==> config.mk <==
export PLATFORM = sky130hd
export DESIGN_NAME = ilts_sequencer
export DESIGN_NICKNAME = d
export VERILOG_FILES = /design/src/design/ilts_pkg.sv /design/src/design/ilts_sequencer.sv
export SDC_FILE = /design/constraint.sdc
export NUM_CORES = 1
export LEC_CHECK = 0
export BUFFER_PORTS_ARGS = -buffer_cell sky130_fd_sc_hd__buf_2
export CORE_MARGIN = 2
export CORE_UTILIZATION = 40
export DETAILED_ROUTE_END_ITERATION = 6
export SETUP_SLACK_MARGIN = 0.4
export SYNTH_ARGS = -nofsm -noshare
export SYNTH_HDL_FRONTEND = slang
export SYNTH_SLANG_ARGS = --single-unit
export TNS_END_PERCENT = 50
==> constraint.sdc <==
create_clock -name clk_i -period 2.3 [get_ports clk_i]
set_input_delay 0.115 -clock clk_i [delete_from_list [all_inputs] [get_ports clk_i]]
set_output_delay 0.115 -clock clk_i [all_outputs]
set_load 0.02 [all_outputs]
==> src/design/ilts_pkg.sv <==
// Package for the indicator lamp test sequencer: register map, fields, timing, types
package ilts_pkg;

  // ---------------------------------------------------------------
  // Clock and timing
  // ---------------------------------------------------------------
  localparam int ILTS_CLK_HZ = 25_000_000;
  localparam int ILTS_TICK_MS = 1;
  localparam int ILTS_TICK_CYCLES = (ILTS_CLK_HZ / 1000) * ILTS_TICK_MS;
  localparam int ILTS_STAGE1_MAX_MS = 60_000;
  localparam int ILTS_STEP_MS = 1_000;
  localparam int ILTS_MIN_PULSE_MS = 250;

  // ---------------------------------------------------------------
  // Lamp layout, in scan order (column by column, top to bottom)
  // ---------------------------------------------------------------
  localparam int ILTS_NUM_LAMPS = 62;
  localparam int ILTS_NUM_USER = 48;
  localparam int ILTS_NUM_PB = 12;
  localparam int ILTS_NUM_SRC = 16;
  localparam int ILTS_TRIP_BIT = 0;
  localparam int ILTS_ALARM_BIT = 1;
  localparam int ILTS_PB_LSB = 2;
  localparam int ILTS_USER_LSB = 14;

  // ---------------------------------------------------------------
  // Register map (byte addresses)
  // ---------------------------------------------------------------
  localparam logic [7:0] ILTS_CTRL_OFS = 8'h00;
  localparam logic [7:0] ILTS_HOLD_LO_OFS = 8'h04;
  localparam logic [7:0] ILTS_HOLD_HI_OFS = 8'h08;
  localparam logic [7:0] ILTS_STATUS_OFS = 8'h0C;
  localparam logic [7:0] ILTS_REAL_LO_OFS = 8'h10;
  localparam logic [7:0] ILTS_REAL_HI_OFS = 8'h14;
  localparam logic [7:0] ILTS_EVCNT_OFS = 8'h18;
  localparam int ILTS_CTRL_EN_BIT = 0;
  localparam int ILTS_CTRL_SRC_LSB = 8;
  localparam logic [31:0] ILTS_CTRL_RESET = 32'h0000_0000;
  localparam logic [47:0] ILTS_HOLD_RESET = 48'h0000_0000_0000;

  // ---------------------------------------------------------------
  // Types
  // ---------------------------------------------------------------
  typedef enum logic [1:0] {
    S_IDLE = 2'b00,
    S_ALL_ON = 2'b01,
    S_SCAN_ON = 2'b10,
    S_SCAN_OFF = 2'b11
  } ilts_state_t;

  typedef struct packed {
    logic [3:0] src;
    logic en;
  } ilts_ctrl_t;

  typedef struct packed {
    logic trig_level;
    logic [6:0] scan_idx;
    logic [1:0] stage;
    logic active;
  } ilts_status_t;

endpackage

==> src/design/ilts_sequencer.sv <==
// Indicator lamp mapping and three-stage lamp test sequencer with Wishbone registers
// Functional notes
// Enabled test starts from the selected trigger source input.
// Test covers all lamps, pushbutton lamps included.
// First stage lights all 62 lamps together.
// First stage lasts while trigger held; after one minute the test ends.
// Releasing the trigger in stage one starts stage two automatically.
// Stage two: all off, then each lamp alone on for one second.
// Scan goes column by column, top to bottom, from top-left panel.
// Stage three follows stage two automatically.
// Stage three: all on, then each lamp alone off for one second.
// Trigger aborts stage two or three at any moment.
// Trigger level times stage one; trigger rising edge aborts later stages.
// Trigger pulses shorter than 250 ms are ignored.
// During test, lamps show pattern while real states keep updating.
// At test end lamps show the real states gathered meanwhile.
// Panel reset button clears no targets while test runs.
// Test-active flag is set for the whole test.
// Test start logs a test-initiated event.
// Trip and alarm lamps light when their operands are one.
// 48 user lamps each follow their own operand; 1-24 panel two, 25-48 three.
// Tracking mode (default): user lamp follows its operand.
// Latched mode: lamp stays lit until panel, remote or operand reset.
// While disabled, trigger ignored and test-active never set.
// Abort or timeout returns to idle, drops flag, restores real states.
module ilts_sequencer
  import ilts_pkg::*;
#(
  parameter int TICK_CYCLES = ILTS_TICK_CYCLES,
  parameter int STAGE1_MAX_MS = ILTS_STAGE1_MAX_MS,
  parameter int STEP_MS = ILTS_STEP_MS,
  parameter int MIN_PULSE_MS = ILTS_MIN_PULSE_MS
) (
  input wire logic clk_i,
  input wire logic rst_i,
  input wire logic wb_cyc_i,
  input wire logic wb_stb_i,
  input wire logic wb_we_i,
  input wire logic [7:0] wb_adr_i,
  input wire logic [31:0] wb_dat_i,
  input wire logic [3:0] wb_sel_i,
  output logic [31:0] wb_dat_o,
  output logic wb_ack_o,
  input wire logic [ILTS_NUM_SRC-1:0] trig_sources_i,
  input wire logic trip_operand_i,
  input wire logic alarm_operand_i,
  input wire logic [ILTS_NUM_USER-1:0] user_operand_i,
  input wire logic [ILTS_NUM_PB-1:0] pb_lamp_i,
  input wire logic panel_reset_i,
  input wire logic remote_reset_i,
  input wire logic reset_operand_i,
  output logic [ILTS_NUM_LAMPS-1:0] lamp_o,
  output logic lamp_test_active_flag_o,
  output logic test_event_o,
  output logic target_clear_o
);

  // Elaboration guard: every timing counter below is only 16 bits wide
  if (TICK_CYCLES < 1 || TICK_CYCLES > 65535) $error("TICK_CYCLES out of range");
  if (STAGE1_MAX_MS < 1 || STAGE1_MAX_MS > 65535) $error("STAGE1_MAX_MS out of range");
  if (STEP_MS < 1 || STEP_MS > 65535) $error("STEP_MS out of range");
  if (MIN_PULSE_MS < 1 || MIN_PULSE_MS > 65535) $error("MIN_PULSE_MS out of range");

  localparam logic [15:0] TICK_LAST = 16'(TICK_CYCLES - 1);
  localparam logic [15:0] STAGE1_LAST = 16'(STAGE1_MAX_MS - 1);
  localparam logic [15:0] STEP_LAST = 16'(STEP_MS - 1);
  localparam logic [15:0] PULSE_LAST = 16'(MIN_PULSE_MS - 1);
  localparam logic [6:0] SCAN_LAST = 7'(ILTS_NUM_LAMPS);

  // Byte-lane merge used by every writable register
  function automatic logic [31:0] merge_bytes(input logic [31:0] old_v,
                                              input logic [31:0] new_v,
                                              input logic [3:0] sel);
    logic [31:0] res;
    res = old_v;
    for (int b = 0; b < 4; b++) begin
      if (sel[b]) begin
        res[b*8 +: 8] = new_v[b*8 +: 8];
      end
    end
    return res;
  endfunction

  // Mask with one lamp bit set, the lamp at scan step idx (step 0 is the blank step)
  function automatic logic [ILTS_NUM_LAMPS-1:0] step_mask(input logic [6:0] idx);
    logic [ILTS_NUM_LAMPS-1:0] m;
    m = '0;
    for (int i = 0; i < ILTS_NUM_LAMPS; i++) begin
      if (idx == 7'(i + 1)) begin
        m[i] = 1'b1;
      end
    end
    return m;
  endfunction

  ilts_ctrl_t ctrl_reg;
  logic [47:0] hold_reg;
  logic [15:0] evcnt_reg;
  logic ack_reg;
  logic [31:0] rdata_reg;
  logic [15:0] tick_cnt_reg;
  logic tick_reg;
  logic trig_filt_reg;
  logic trig_rise_reg;
  logic [15:0] filt_cnt_reg;
  ilts_state_t state_reg;
  logic [6:0] idx_reg;
  logic [15:0] ms_cnt_reg;
  logic active_reg;
  logic event_reg;
  logic [ILTS_NUM_LAMPS-1:0] real_reg;
  logic [ILTS_NUM_LAMPS-1:0] lamp_reg;
  logic target_clear_reg;
  ilts_status_t status;
  logic wb_req;
  logic trig_raw;
  logic latch_clear;
  logic [31:0] ctrl_word;
  logic [31:0] ctrl_merged;
  logic [31:0] hold_hi_merged;

  assign wb_req = wb_cyc_i && wb_stb_i && !ack_reg;
  assign status = '{trig_level: trig_filt_reg, scan_idx: idx_reg,
                    stage: state_reg, active: active_reg};
  assign ctrl_word = {20'h0_0000, ctrl_reg.src, 7'h00, ctrl_reg.en};
  assign ctrl_merged = merge_bytes(ctrl_word, wb_dat_i, wb_sel_i);
  assign hold_hi_merged = merge_bytes({16'h0000, hold_reg[47:32]}, wb_dat_i, wb_sel_i);

  // ---------------------------------------------------------------
  // Wishbone slave: one wait state, ack for one cycle
  // ---------------------------------------------------------------
  always_ff @(posedge clk_i) begin
    if (rst_i) begin
      ack_reg <= 1'b0;
    end else begin
      ack_reg <= wb_req;
    end
  end

  always_ff @(posedge clk_i) begin
    if (rst_i) begin
      ctrl_reg <= ilts_ctrl_t'(5'(ILTS_CTRL_RESET));
      hold_reg <= ILTS_HOLD_RESET;
    end else if (wb_req && wb_we_i) begin
      case (wb_adr_i)
        ILTS_CTRL_OFS: begin
          ctrl_reg.en <= ctrl_merged[ILTS_CTRL_EN_BIT];
          ctrl_reg.src <= ctrl_merged[ILTS_CTRL_SRC_LSB +: 4];
        end
        ILTS_HOLD_LO_OFS: hold_reg[31:0] <= merge_bytes(hold_reg[31:0], wb_dat_i, wb_sel_i);
        ILTS_HOLD_HI_OFS: hold_reg[47:32] <= hold_hi_merged[15:0];
        default: begin
        end
      endcase
    end
  end

  // Unmapped addresses read as zero; every writable register reads back
  always_ff @(posedge clk_i) begin
    if (rst_i) begin
      rdata_reg <= 32'h0000_0000;
    end else if (wb_req) begin
      case (wb_adr_i)
        ILTS_CTRL_OFS: rdata_reg <= {20'h0_0000, ctrl_reg.src, 7'h00, ctrl_reg.en};
        ILTS_HOLD_LO_OFS: rdata_reg <= hold_reg[31:0];
        ILTS_HOLD_HI_OFS: rdata_reg <= {16'h0000, hold_reg[47:32]};
        ILTS_STATUS_OFS: rdata_reg <= {21'h00_0000, status};
        ILTS_REAL_LO_OFS: rdata_reg <= real_reg[31:0];
        ILTS_REAL_HI_OFS: rdata_reg <= {2'h0, real_reg[61:32]};
        ILTS_EVCNT_OFS: rdata_reg <= {16'h0000, evcnt_reg};
        default: rdata_reg <= 32'h0000_0000;
      endcase
    end
  end

  // ---------------------------------------------------------------
  // Millisecond time base
  // ---------------------------------------------------------------
  always_ff @(posedge clk_i) begin
    if (rst_i) begin
      tick_cnt_reg <= 16'h0000;
      tick_reg <= 1'b0;
    end else if (tick_cnt_reg == TICK_LAST) begin
      tick_cnt_reg <= 16'h0000;
      tick_reg <= 1'b1;
    end else begin
      tick_cnt_reg <= tick_cnt_reg + 16'h0001;
      tick_reg <= 1'b0;
    end
  end

  // ---------------------------------------------------------------
  // Trigger qualification
  // ---------------------------------------------------------------
  // Disabled function forces the raw trigger low, so nothing can start
  assign trig_raw = ctrl_reg.en && trig_sources_i[ctrl_reg.src];

  // Level only flips after the raw input held its new value for the full
  // pulse time; the filter costs that much latency on both edges
  always_ff @(posedge clk_i) begin
    if (rst_i) begin
      trig_filt_reg <= 1'b0;
      trig_rise_reg <= 1'b0;
      filt_cnt_reg <= 16'h0000;
    end else begin
      trig_rise_reg <= 1'b0;
      if (trig_raw == trig_filt_reg) begin
        filt_cnt_reg <= 16'h0000;
      end else if (tick_reg) begin
        if (filt_cnt_reg == PULSE_LAST) begin
          filt_cnt_reg <= 16'h0000;
          trig_filt_reg <= trig_raw;
          trig_rise_reg <= trig_raw;
        end else begin
          filt_cnt_reg <= filt_cnt_reg + 16'h0001;
        end
      end
    end
  end

  // ---------------------------------------------------------------
  // Test sequencer
  // ---------------------------------------------------------------
  always_ff @(posedge clk_i) begin
    if (rst_i) begin
      state_reg <= S_IDLE;
      idx_reg <= 7'h00;
      ms_cnt_reg <= 16'h0000;
      active_reg <= 1'b0;
      event_reg <= 1'b0;
      evcnt_reg <= 16'h0000;
    end else begin
      event_reg <= 1'b0;
      if (!ctrl_reg.en) begin
        state_reg <= S_IDLE;
        active_reg <= 1'b0;
      end else begin
        case (state_reg)
          S_IDLE: begin
            idx_reg <= 7'h00;
            ms_cnt_reg <= 16'h0000;
            if (trig_rise_reg) begin
              state_reg <= S_ALL_ON;
              active_reg <= 1'b1;
              event_reg <= 1'b1;
              evcnt_reg <= evcnt_reg + 16'h0001;
            end
          end
          S_ALL_ON: begin
            if (!trig_filt_reg) begin
              state_reg <= S_SCAN_ON;
              ms_cnt_reg <= 16'h0000;
            end else if (tick_reg) begin
              if (ms_cnt_reg == STAGE1_LAST) begin
                state_reg <= S_IDLE;
                active_reg <= 1'b0;
              end else begin
                ms_cnt_reg <= ms_cnt_reg + 16'h0001;
              end
            end
          end
          S_SCAN_ON, S_SCAN_OFF: begin
            if (trig_rise_reg) begin
              state_reg <= S_IDLE;
              active_reg <= 1'b0;
            end else if (tick_reg) begin
              if (ms_cnt_reg != STEP_LAST) begin
                ms_cnt_reg <= ms_cnt_reg + 16'h0001;
              end else begin
                ms_cnt_reg <= 16'h0000;
                if (idx_reg != SCAN_LAST) begin
                  idx_reg <= idx_reg + 7'h01;
                end else if (state_reg == S_SCAN_ON) begin
                  state_reg <= S_SCAN_OFF;
                  idx_reg <= 7'h00;
                end else begin
                  state_reg <= S_IDLE;
                  active_reg <= 1'b0;
                end
              end
            end
          end
          default: begin
            state_reg <= S_IDLE;
            active_reg <= 1'b0;
          end
        endcase
      end
    end
  end

  // ---------------------------------------------------------------
  // Real indicator states, kept up to date during the test
  // ---------------------------------------------------------------
  // The panel button is held off while testing so targets survive the test
  assign latch_clear = (panel_reset_i && !active_reg) || remote_reset_i
                       || reset_operand_i;

  always_ff @(posedge clk_i) begin
    if (rst_i) begin
      real_reg <= '0;
    end else begin
      real_reg[ILTS_TRIP_BIT] <= trip_operand_i;
      real_reg[ILTS_ALARM_BIT] <= alarm_operand_i;
      real_reg[ILTS_PB_LSB +: ILTS_NUM_PB] <= pb_lamp_i;
      for (int i = 0; i < ILTS_NUM_USER; i++) begin
        if (!hold_reg[i]) begin
          real_reg[ILTS_USER_LSB + i] <= user_operand_i[i];
        end else if (user_operand_i[i]) begin
          real_reg[ILTS_USER_LSB + i] <= 1'b1;
        end else if (latch_clear) begin
          real_reg[ILTS_USER_LSB + i] <= 1'b0;
        end
      end
    end
  end

  // ---------------------------------------------------------------
  // Lamp drive and flag outputs
  // ---------------------------------------------------------------
  always_ff @(posedge clk_i) begin
    if (rst_i) begin
      lamp_reg <= '0;
      target_clear_reg <= 1'b0;
    end else begin
      target_clear_reg <= panel_reset_i && !active_reg;
      case (state_reg)
        S_ALL_ON: lamp_reg <= '1;
        S_SCAN_ON: lamp_reg <= step_mask(idx_reg);
        S_SCAN_OFF: lamp_reg <= ~step_mask(idx_reg);
        default: lamp_reg <= real_reg;
      endcase
    end
  end

  assign wb_ack_o = ack_reg;
  assign wb_dat_o = rdata_reg;
  assign lamp_o = lamp_reg;
  assign lamp_test_active_flag_o = active_reg;
  assign test_event_o = event_reg;
  assign target_clear_o = target_clear_reg;
endmodule

* After elaboration in Yosys (flattened, before gate mapping) *
Cells that the tools add are included.

word-level totals
  flip-flop bits (word level) = 289
  latch bits = 0
  memory bits (writable) = 0
  bits in read-only memories = 0
  input port bits = 130
  output and inout bits = 98
  word-level logic and storage cells = 579
  memories = 0

operators by class
  add/subtract/negate cells = 5
  multipliers = 0
  divide/modulo/power cells = 0
  magnitude comparators = 1
  equality and inequality tests = 140
  shift operators = 0
  multiplexer cells = 323
  bitwise gates (word level) = 6
  reductions and logical operators = 32

operators by type and width
  cell                   number
  $mux 1                 295
  $pmux 32 s7            1
  $eq 7x6->1 const B     31
  $pmux 62 s3            1
  $ne 3x2->1 const B     48
  $eq 7x5->1 const B     16
  $mux 16                7
  $add 16x1->16 const B  4
  $not 62->62            1
  $eq 7x4->1 const B     8
  $pmux 16 s3            1
  $mux 7                 5
  $reduce_and 3->1       10
  $eq 7x3->1 const B     4
  $eq 8x5->1 const B     3
  $ne 3x3->1 const B     8
  $mux 2                 9
  $eq 16x15->1 const B   1
  $eq 16x16->1 const B   1
  $eq 16x8->1 const B    1
  $eq 8x4->1 const B     2
  $ne 16x10->1 const B   1
  $eq 7x2->1 const B     2
  $ne 2x2->1 const B     7
  other kinds (25)       40

* Logic depth before layout (Yosys ltp) *
Gate-level depths: netlist of the first run.

  word-level depth = 7
  depth in mapped cells = 8
  mapped depth without buffers = 7

* Least setup slack after synthesis of the first run *
No wires, ideal clock.

  path type = flip-flop to flip-flop
  start = register filt_cnt_reg[0]
  end = register filt_cnt_reg[7]
  setup time = 0.121 ns
  data arrival time = 2.172 ns
  data required time = 2.179 ns
  slack = 0.007 ns
  stages on the path, launching flop included = 8
  path buffers = 1
  period minus slack after synthesis = 2.293 ns
  cell sequence = dfxtp_1 -> ha_1 -> or4b_2 -> nor4_2 -> and2_1 -> buf_2 -> a211oi_1 -> mux2_2

between the ends
  word-level cells in the longest chain between the ends = 2
  elaborated cells on any way between the ends = 3
  those cells by class = add/sub: 1; eq/ne: 1; mux: 1

RTL lines
  element                                              line                                          text
  from (decl)                                          ilts_sequencer.sv:105                         logic [15:0] filt_cnt_reg;
  from (signal assigned)                               ilts_sequencer.sv:215                         filt_cnt_reg <= filt_cnt_reg + 16'h0001;
  $add 16x1->16 / $eq 16x8->1 (equally long branches)  ilts_sequencer.sv:215, ilts_sequencer.sv:210
  $mux 16 *                                            ilts_sequencer.sv:210                         if (filt_cnt_reg == PULSE_LAST) begin

Every way passes the cells marked *; elsewhere a longest branch is shown, timed or not.
A chain may end at the register's enable or synchronous reset.

* Worst setup path after layout of the first run *
  start = register ms_cnt_reg[10]
  end = register idx_reg[5]

between the ends
  word-level cells in the longest chain between the ends = 3

RTL lines
  element                     line                   text
  from (decl)                 ilts_sequencer.sv:108  logic [15:0] ms_cnt_reg;
  from (signal assigned)      ilts_sequencer.sv:258  ms_cnt_reg <= ms_cnt_reg + 16'h0001;
  from (signal assigned)      ilts_sequencer.sv:268  ms_cnt_reg <= ms_cnt_reg + 16'h0001;
  $ne 16x10->1                ilts_sequencer.sv:267  if (ms_cnt_reg != STEP_LAST) begin
  $ne 2x2->1 (no line)        -
  $reduce_and 6->1 (no line)  -
  to (signal assigned)        ilts_sequencer.sv:272  idx_reg <= idx_reg + 7'h01;
  to (decl)                   ilts_sequencer.sv:107  logic [6:0] idx_reg;

No other way between the ends.

==> impl_metrics.tcl, run 1 <==
set metrics [dict create \
    clk_path_buf_depth 3 \
    tightest_slew_ps 1120 \
    rr_startpoint "ms_cnt_reg[10]" \
    final_cell_mix "277 x dfxtp_1, 238 x nor2_1, 226 x buf_2, 101 x dlygate4sd3_1, 88 x nand2_1" \
    worstPathMaxFanout 5 \
    synth_top_flop_cell "dfxtp_1" \
    hold_violations 0 \
    synth.top_cell.area_share 0.447 \
    power.density_mw_per_mm2 656 \
    dieArea_mm2 0.0338 \
    synth_compound_area_frac 0.160 \
    finalSetupViolCount 20 \
    worstHoldEndpoint "idx_reg[3]" \
    finalWorstSetupSlack_ps -89.6 \
    relSlewSlack 0.249 \
    start_util 0.408 \
    worstPathCellList "or4b_4 -> or4_4 -> buf_8 -> o32a_4 -> a21oi_4 -> o221a_1" \
    outcome "finished with violations" \
    clock-sinks 289 \
    die_y_um 184 \
    synthArstFlopShare 0 \
    cp-start-kind "register" \
    synth_edf_count 0 \
    yosys_warnings 0 \
    gp_congestion 0.919 \
    grt_start_max_net_pins 89 \
    cap_violations 0 \
    clk_latency_ps 560 \
    wl_met3_mm 4.16 \
    wl_per_cell_um 20.4 \
    postLayoutCoreUtil 0.541 \
    final_max_slew_viol_count 0 \
    synth_simple_gate_area_frac 0.251 \
    hpwl_mm 33.1 \
    dr.pass1.iters 7 \
    min_period_ps 2390 \
    synth_cell_types 73 \
    ios 228 \
    synth_area_leader_cell "dfxtp_1" \
    final_common_cell "dfxtp_1" \
    synth_xor_area_frac 0.0284 \
    fmax_mhz 418 \
    avgSynthCellArea_um2 8.74 \
    drc 0 \
    via_per_inst 5.64 \
    first_iter_violations 1165 \
    pre_cts_slack_ps -27.8 \
    synth_mux_area_frac 0.0692 \
    crit_buf_inv 1 \
    crit_slowest_cell "or4_4" \
    synth.area.top_cells "dfxtp_1 45%, nor2_1 7.0%, mux2i_1 5.8%, nor2b_1 4.2%, a211oi_1 4.1%" \
    grt_pass1_wl_mm 67.7 \
    r2r_end "idx_reg[5]" \
    wl_met2_mm 20.1 \
    route.vias.total 12600 \
    hold_path_depth 2 \
    skew_ps 10.3 \
    whs_ps 12.6 \
    wl_met1_mm 19.8 \
    nFillCells 2889 \
    max_stage_delay_ps 550 \
    overflow 0 \
    cts_tree "built" \
    topRoutingLayerUsed "met4" \
    violations "negative setup slack" \
    cts.clk_slew.worst_paths_ps 60 \
    peakVddDrop_uv 515 \
    synth.cell_area_mm2 0.0130 \
    grt_pass1_vias 11400 \
    cts_root_buf "clkbuf_16" \
    row_count 65 \
    worstHoldPathType "input pin to register" \
    worstPathArrival_ps 2890 \
    layout.nets 1946 \
    area_growth_pct 32.6 \
    rsz0062_at_grt "true" \
    timing.final.crit_share 1.04 \
    crit_family "simple AND/OR/NAND/NOR gates" \
    multi_input_area_mm2 0.00694 \
    ant_nets 0 \
    reg2reg_slack_ps -90 \
    critical_path_class "register to register" \
    core-area_mm2 0.0317 \
    regArea_mm2 0.00581 \
    syn_inst 1482 \
    drive_gt1_frac 0.235 \
    wl_mm 45.7 \
    synth_fp_nets 1621 \
    antenna_found_initial 0 \
    port_buffers 227 \
    yosys.area_share.adder 0.00869 \
    synth_top_family_by_area "simple AND/OR/NAND/NOR gates" \
    die_x_um 184 \
    r2r_cells 6 \
    cp-end-kind "register" \
    ys_ff_latch 289 \
    p_leak_nw 6.87 \
    numCtsBuffers 31 \
    htree_levels 1 \
    grt_use_total 0.261 \
    yosysSeqAreaShare 0.447 \
    crit_required_ps 2800 \
    p_total_mw 11.3 \
    hold_start "rst_i" \
]
[synthesized netlist by cell type, types with 3 or more instances]
cell	count
a211oi_1	71
a21o_1	8
a21oi_1	24
a221oi_1	3
a222oi_1	15
a22o_1	9
a22oi_1	21
a311oi_1	15
a31oi_1	53
a32oi_1	3
and2_1	4
and4_1	9
buf_1	9
buf_2	13
clkbuf_1	82
dfxtp_1	289
ha_1	9
inv_1	19
mux2_2	7
mux2i_1	75
mux4_2	3
nand2_1	91
nand2b_1	10
nand3_1	32
nand4_1	20
nand4_2	3
nand4b_1	6
nor2_1	241
nor2b_1	87
nor3_1	83
nor3b_1	6
nor4_1	14
o21a_1	3
o21ai_0	31
o31a_1	3
o31ai_1	3
or2_2	4
or3_1	16
or4_1	5
xnor2_1	25
xor2_1	17
[logic make-up after synthesis]
kind of cell / Yosys count
xor+xnor: 42
simple gates: 649
mux: 85
compound gates: 285
flops: 289
buf+inv: 123
fa+ha+maj: 9
[worst register-to-register path: stages (launching register included)]
cell and delay (ps):
dfxtp_2 320, or4b_4 520, or4_4 550, buf_8 150
o32a_4 390, a21oi_4 210, o221a_1 210
[area by class of cell]
type / instances / area share
clock buffer: 36 / 0.0468
multi-input combinational: 1070 / 0.404
sequential: 289 / 0.338
clock inverter: 21 / 0.0150
antenna: 2 / 0.000291
tap: 402 / 0.0293
inverter: 19 / 0.00415
timing repair buffer: 396 / 0.162
[power breakdown]
group,switching [mW],leakage [nW],internal (mW)
sequential,0.134,2.37,5.13
combinational,0.441,3.99,0.379
clock,2.11,0.522,3.08
[per-stage QoR]
step           instance area [um2]  std cells  setup TNS (ps)
2_1_floorplan                13000       1482               0
3_3_place_gp                 14700       2062           -31.1
3_5_place_dp                 14700       2062           -37.3
4_1_cts                      16900       2224           -69.6
5_1_grt                      17200       2233           -2320
6_report                     17200       2235           -1070
[per-layer routing]
metal / global-route usage / vias up
met4: 0.0931 / 0
met3: 0.0384 / 85
li1: - / 6024
met5: 0 / -
met2: 0.405 / 572
met1: 0.368 / 5926
[how the worst max path moves through the flow]
stage                    from          to  slack, ps  depth (start not counted)
6_report       ms_cnt_reg[10]  idx_reg[5]        -90                          6
5_1_grt        ms_cnt_reg[10]  idx_reg[6]       -150                          7
4_1_cts        ms_cnt_reg[11]  idx_reg[4]        -40                          6
3_5_place_dp   ms_cnt_reg[11]  idx_reg[4]        -30                          6
3_3_place_gp   ms_cnt_reg[11]  idx_reg[4]        -20                          6
2_1_floorplan  ms_cnt_reg[11]  idx_reg[4]         90                          6
[what timing repair did]
item	in CTS	in global routing
hold buffers	101	0
setup buffers	4	8
gates cloned	0	1
resized for setup	11	49
pin swaps	5	12
endpoints found under the setup margin	75	118
hold endpoints to repair	116	0
No activity file was read; power rests on OpenSTA's default activity.
==> run 2: changes to the inputs <==
- CORE_UTILIZATION: 40 -> 51
- PLACE_DENSITY: unset -> 0.77
==> run 2 against run 1 <==
  * Die area shrank 21%
  * Register-to-register slack gained 30 ps
  * Critical endpoint unchanged
  * Largest power group unchanged
  * Global-route usage grew 6.1 points
  * The flow still finishes with violations (negative setup slack)
  * Cell count shrank 3.3%
  * Critical path type unchanged
  * Clock power shrank 4.1%
  * Sequential cell count is the same
  * Worst hold slack gained 1.0 ps
  * Core utilization grew 14 points
  * Clock-buffer cell count grew 3
  * Worst setup slack gained 29 ps
==> impl_metrics.tcl, run 2 (synthesis gave the netlist of run 1 again) <==
set metrics [dict create \
    hpwl_mm 30.5 \
    finalWorstSetupSlack_ps -61.0 \
    grt_pass1_vias 12000 \
    grt_use_total 0.322 \
    violations "negative setup slack" \
    drive_gt1_frac 0.229 \
    first_iter_violations 1588 \
    power.density_mw_per_mm2 648 \
    via_per_inst 6.05 \
    internal_power_mw 8.36 \
    cap_violations 0 \
    clock-sinks 289 \
    setup_tns_ps -192 \
    cp-end-kind "register" \
    clk_path_buf_depth 3 \
    fmax_mhz 424 \
    grt_start_max_net_pins 126 \
    nFillCells 1900 \
    hold_path_depth 4 \
    htree_levels 1 \
    grt_pass1_wl_mm 66.8 \
    relSlewSlack 0.305 \
    ant_nets 0 \
    rsz0062_at_grt "true" \
    gp_congestion 0.925 \
    core-area_mm2 0.0250 \
    area_growth_pct 31.5 \
    worstPathArrival_ps 2870 \
    final_cell_mix "278 x dfxtp_1, 241 x nor2_1, 226 x buf_2, 100 x dlygate4sd3_1, 88 x nand2_1" \
    final_common_cell "dfxtp_1" \
    hold_violations 0 \
    cts_root_buf "clkbuf_16" \
    timing.final.crit_share 1.03 \
    p_leak_nw 6.86 \
    clk_latency_ps 560 \
    r2r_cells 6 \
    worstHoldPathType "input pin to register" \
    skew_ps 13.8 \
    ios 228 \
    drc 0 \
    cts.clk_slew.worst_paths_ps 70 \
    dr.pass1.iters 7 \
    row_count 58 \
    use_met3 0.0754 \
    seqPwrFrac 0.476 \
    numCtsBuffers 29 \
    p_total_mw 11.0 \
    use_met1 0.437 \
    die_x_um 163 \
    dieArea_mm2 0.0267 \
    cp-start-kind "register" \
    final_max_slew_viol_count 0 \
    grt_use_met2 0.487 \
    outcome "finished with violations" \
    clkPwrFrac 0.451 \
    cts_tree "built" \
    route.vias.total 13100 \
    switchingPower_mw 2.68 \
    p_comb_frac 0.073 \
    start_util 0.517 \
    antenna_found_initial 2 \
    critical_path_class "register to register" \
    peakVddDrop_uv 589 \
    layout.nets 1943 \
    wl_per_cell_um 20.7 \
    crit_required_ps 2800 \
    finalSetupViolCount 5 \
    overflow 0 \
    wl_mm 44.8 \
    worstPathMaxFanout 5 \
    tightest_slew_ps 1040 \
    min_period_ps 2360 \
    busiest_layer "met2" \
    p_sw_frac 0.243 \
    die_y_um 163 \
    port_buffers 227 \
]
run 2: cell types whose count changed in the layout (fill, tap and decap cells not counted), sizes merged:
cell,previous run,this run
clkbuf,37,40
inv,21,23
bufinv,5,3
dlygate4sd3,101,100
diode,2,4
clkinv,12,6
run 2: final cells by class:
| type | instances | area [um2] | share of cell area |
|---|---|---|---|
| Multi-Input combinational cell | 1070 | 6930 | 0.407 |
| Antenna cell | 4 | 10.0 | 0.000587 |
| Clock buffer | 39 | 813 | 0.0477 |
| Timing Repair Buffer | 395 | 2800 | 0.164 |
| Sequential cell | 289 | 5810 | 0.341 |
| Clock inverter | 15 | 193 | 0.0113 |
| Inverter | 19 | 71.3 | 0.00419 |
| Tap cell | 330 | 413 | 0.0242 |
run 2: stage by stage:
stage          worst slack, ps  hold WS (ps)  utilization  instance area, um2  cells
2_1_floorplan             88.0           227            -               13000   1482
3_3_place_gp             -67.4           322        0.585               14700   1988
3_5_place_dp             -93.4           329        0.585               14700   1988
4_1_cts                  -35.6          4.66        0.671               16800   2147
5_1_grt                   -112          62.5        0.680               17000   2158
6_report                 -61.0          13.6        0.681               17000   2161
run 2: power by group through the flow:
| stage | Combinational, mW | Sequential (mW) | Clock [mW] |
|---|---|---|---|
| final | 0.808 | 5.26 | 4.97 |
| after global routing | 0.867 | 5.25 | 5.18 |
| after CTS | 0.784 | 5.24 | 4.97 |
| after detailed placement | 0.646 | 5.35 | 0 |
| after global placement | 0.635 | 5.36 | 0 |
| after floorplan | 0.296 | 5.37 | 0 |
run 2: final timing paths:
check           startpoint      endpoint  slack (ps)
min            wb_adr_i[0]  wb_dat_o[13]          10
min reg2reg    wb_dat_o[4]   wb_dat_o[4]         460
max          ms_cnt_reg[3]    idx_reg[5]         -60
max reg2reg  ms_cnt_reg[3]    idx_reg[5]         -60
run 2: critical path, cell delays in order, from the launching register on:
cell and delay (ps):
dfxtp_1 310, or4_1 510, or4_4 560, buf_6 150, o32a_4 340, a21oi_4 210
o221a_1 220
run 2: timing repair:
| item | in CTS | in global routing |
|---|---|---|
| resized for setup | 28 | 29 |
| buffers inserted | 5 | 9 |
| hold buffers | 100 | 0 |
| hold endpoints to repair | 122 | 0 |
| setup endpoints to repair | 66 | 112 |
| cloned | 0 | 1 |
| pin swaps | 11 | 10 |
run 2: routing by layer:
layer  part of all wire  wire length (um)
met2               0.44             19600
met4              0.053              2360
met1               0.40             17800
met3               0.11              5060
met5                  0                 0
==> run 3: changes to the inputs <==
==> constraint.sdc (replaced) <==
create_clock -name clk_i -period 2.3 [get_ports clk_i]
set_input_delay 0.345 -clock clk_i [delete_from_list [all_inputs] [get_ports clk_i]]
set_output_delay 0.345 -clock clk_i [all_outputs]
set_load 0.02 [all_outputs]
==> run 3 against run 2 <==
  * Power down 0.76%
  * Clock skew grew 2.4 ps
  * Via count is 4.1% lower
  * Critical path depth increased by 1
  * Global-route usage decreased by 2.0 points
  * Wire length down 5.4%
  * Worst hold slack worse by 11 ps
  * The run ends with design-rule violations, negative setup slack left
  * Fmax decreased by 1.5%
  * Cell count is 4.0% lower
  * Die area unchanged
  * Clock-buffer cell count decreased by 3
  * Worst setup slack lost 36 ps
  * Largest power group unchanged
==> impl_metrics.tcl, run 3 (synthesis gave the netlist of run 1 again) <==
set metrics [dict create \
    die_y_um 163 \
    grt_use_total 0.302 \
    antenna_found_initial 2 \
    outcome "finished with violations" \
    rsz0062_at_grt "true" \
    clk_latency_ps 560 \
    cp-start-kind "register" \
    tightest_slew_ps 1040 \
    cap_violations 0 \
    fmax_mhz 417 \
    clk_path_buf_depth 3 \
    worstPathCellList "or4b_4 -> or4_4 -> buf_6 -> nor4b_4 -> buf_4 -> nand4_1 -> a31oi_1" \
    finalSetupViolCount 22 \
    min_period_ps 2400 \
    crit_buf_inv 2 \
    seqPwrFrac 0.480 \
    port_buffers 227 \
    stdcell_count 2074 \
    drive_gt1_frac 0.251 \
    cp-end-kind "register" \
    crit_slowest_cell "or4_4" \
    gp_congestion 0.992 \
    wl_mm 42.4 \
    timing.final.crit_share 1.04 \
    final_common_cell "dfxtp_1" \
    finalWorstSetupSlack_ps -97.1 \
    p_leak_nw 6.53 \
    relSlewSlack 0.304 \
    p_sw_frac 0.236 \
    htree_levels 1 \
    cts_root_buf "clkbuf_16" \
    layout.nets 1859 \
    numCtsBuffers 29 \
    ant_nets 0 \
    worstPathArrival_ps 2880 \
    final_cell_mix "274 x dfxtp_1, 240 x nor2_1, 226 x buf_2, 88 x nand2_1, 87 x nor2b_1" \
    clock-sinks 289 \
    p_total_mw 11.0 \
    die_x_um 163 \
    peakVddDrop_uv 520 \
    grt_pass1_vias 11100 \
    internal_power_mw 8.37 \
    hold_start "user_operand_i[30]" \
    crit_start "ms_cnt_reg[10]" \
    grt_pass1_wl_mm 62.5 \
    max_stage_delay_ps 550 \
    critical_path_class "register to register" \
    crit_family "simple AND/OR/NAND/NOR gates" \
    crit_required_ps 2790 \
    dp.cells 1990 \
    row_count 58 \
    whs_ps 2.78 \
    drc 3 \
    first_iter_violations 1463 \
    dieArea_mm2 0.0267 \
    cts_tree "built" \
    rr_startpoint "ms_cnt_reg[10]" \
    skew_ps 16.2 \
    hpwl_mm 30.6 \
    dr.pass1.iters 7 \
    power.density_mw_per_mm2 669 \
    grt_start_max_net_pins 132 \
    clkPwrFrac 0.456 \
    worstPathMaxFanout 5 \
    violations "design-rule violations, negative setup slack" \
    p_comb_frac 0.064 \
    wl_per_cell_um 20.4 \
    start_util 0.517 \
    via_per_inst 6.05 \
    switchingPower_mw 2.58 \
    cts.clk_slew.worst_paths_ps 70 \
    overflow 0 \
    final_max_slew_viol_count 0 \
    core-area_mm2 0.0250 \
    hold_violations 0 \
    setup_tns_ps -611 \
    route.vias.total 12500 \
    worstHoldPathType "input pin to register" \
    ios 228 \
    area_growth_pct 26.3 \
]
## run 3: cell types whose count changed in the layout (fill, tap and decap cells not counted), sizes merged, moves of 3 or more
cell and delta:
clkbuf -3, clkinv +4, diode -3, dlygate4sd3 -84
inv -3
## run 3: power by group through the flow
stage / Sequential (mW) / Clock [mW] / Combinational [mW]
2_1_floorplan: 5.37 / 0 / 0.302
3_5_place_dp: 5.36 / 0 / 0.660
5_1_grt: 5.25 / 5.23 / 0.755
4_1_cts: 5.24 / 5.02 / 0.685
3_3_place_gp: 5.36 / 0 / 0.649
6_report: 5.25 / 4.99 / 0.703
## run 3: tightest hold or removal path, delay by kind of cell
kind	cells	cell delay, ps
buffers and inverters	1	80
and+or+nand+nor	1	70
AOI/OAI and AO/OA	1	30
## run 3: final timing paths
path	cells past startpoint	endpoint	slack, ps
max	7	idx_reg[3]	-100
min reg2reg	2	wb_dat_o[14]	460
max reg2reg	7	idx_reg[3]	-100
min	3	real_reg[44]	3
## run 3: cell type report
cell class                      count  area, um2
Fill cell                        2025       8670
Multi-Input combinational cell   1071       7070
Sequential cell                   289       5820
Timing Repair Buffer              310       1980
Clock buffer                       36        812
Tap cell                          330        413
Clock inverter                     18        205
Inverter                           19       73.8
Antenna cell                        1       2.50
## run 3: routing by layer
metal  vias up  part of all wire  track usage
met4         2             0.047        0.136
li1       5842                 -            -
met5         -           0.00028            0
met1      5837              0.41        0.422
met3       131              0.12       0.0691
met2       730              0.43        0.442
## run 3: through the flow
step | utilization | setup WS (ps) | area, um2
final | 0.654 | -97.1 | 16400
after detailed placement | 0.588 | -76.0 | 14700
after floorplan | - | 88.0 | 13100
after CTS | 0.639 | -74.5 | 16000
after global routing | 0.654 | -155 | 16400
after global placement | 0.588 | -43.0 | 14700
## run 3: what timing repair did
item | 4_1_cts | 5_1_grt
gates resized for setup | 20 | 70
hold buffers | 16 | 0
gates cloned | 0 | 2
hold endpoints to repair | 16 | 0
setup endpoints to repair | 48 | 131
pin swaps | 12 | 22
buffers inserted | 1 | 10
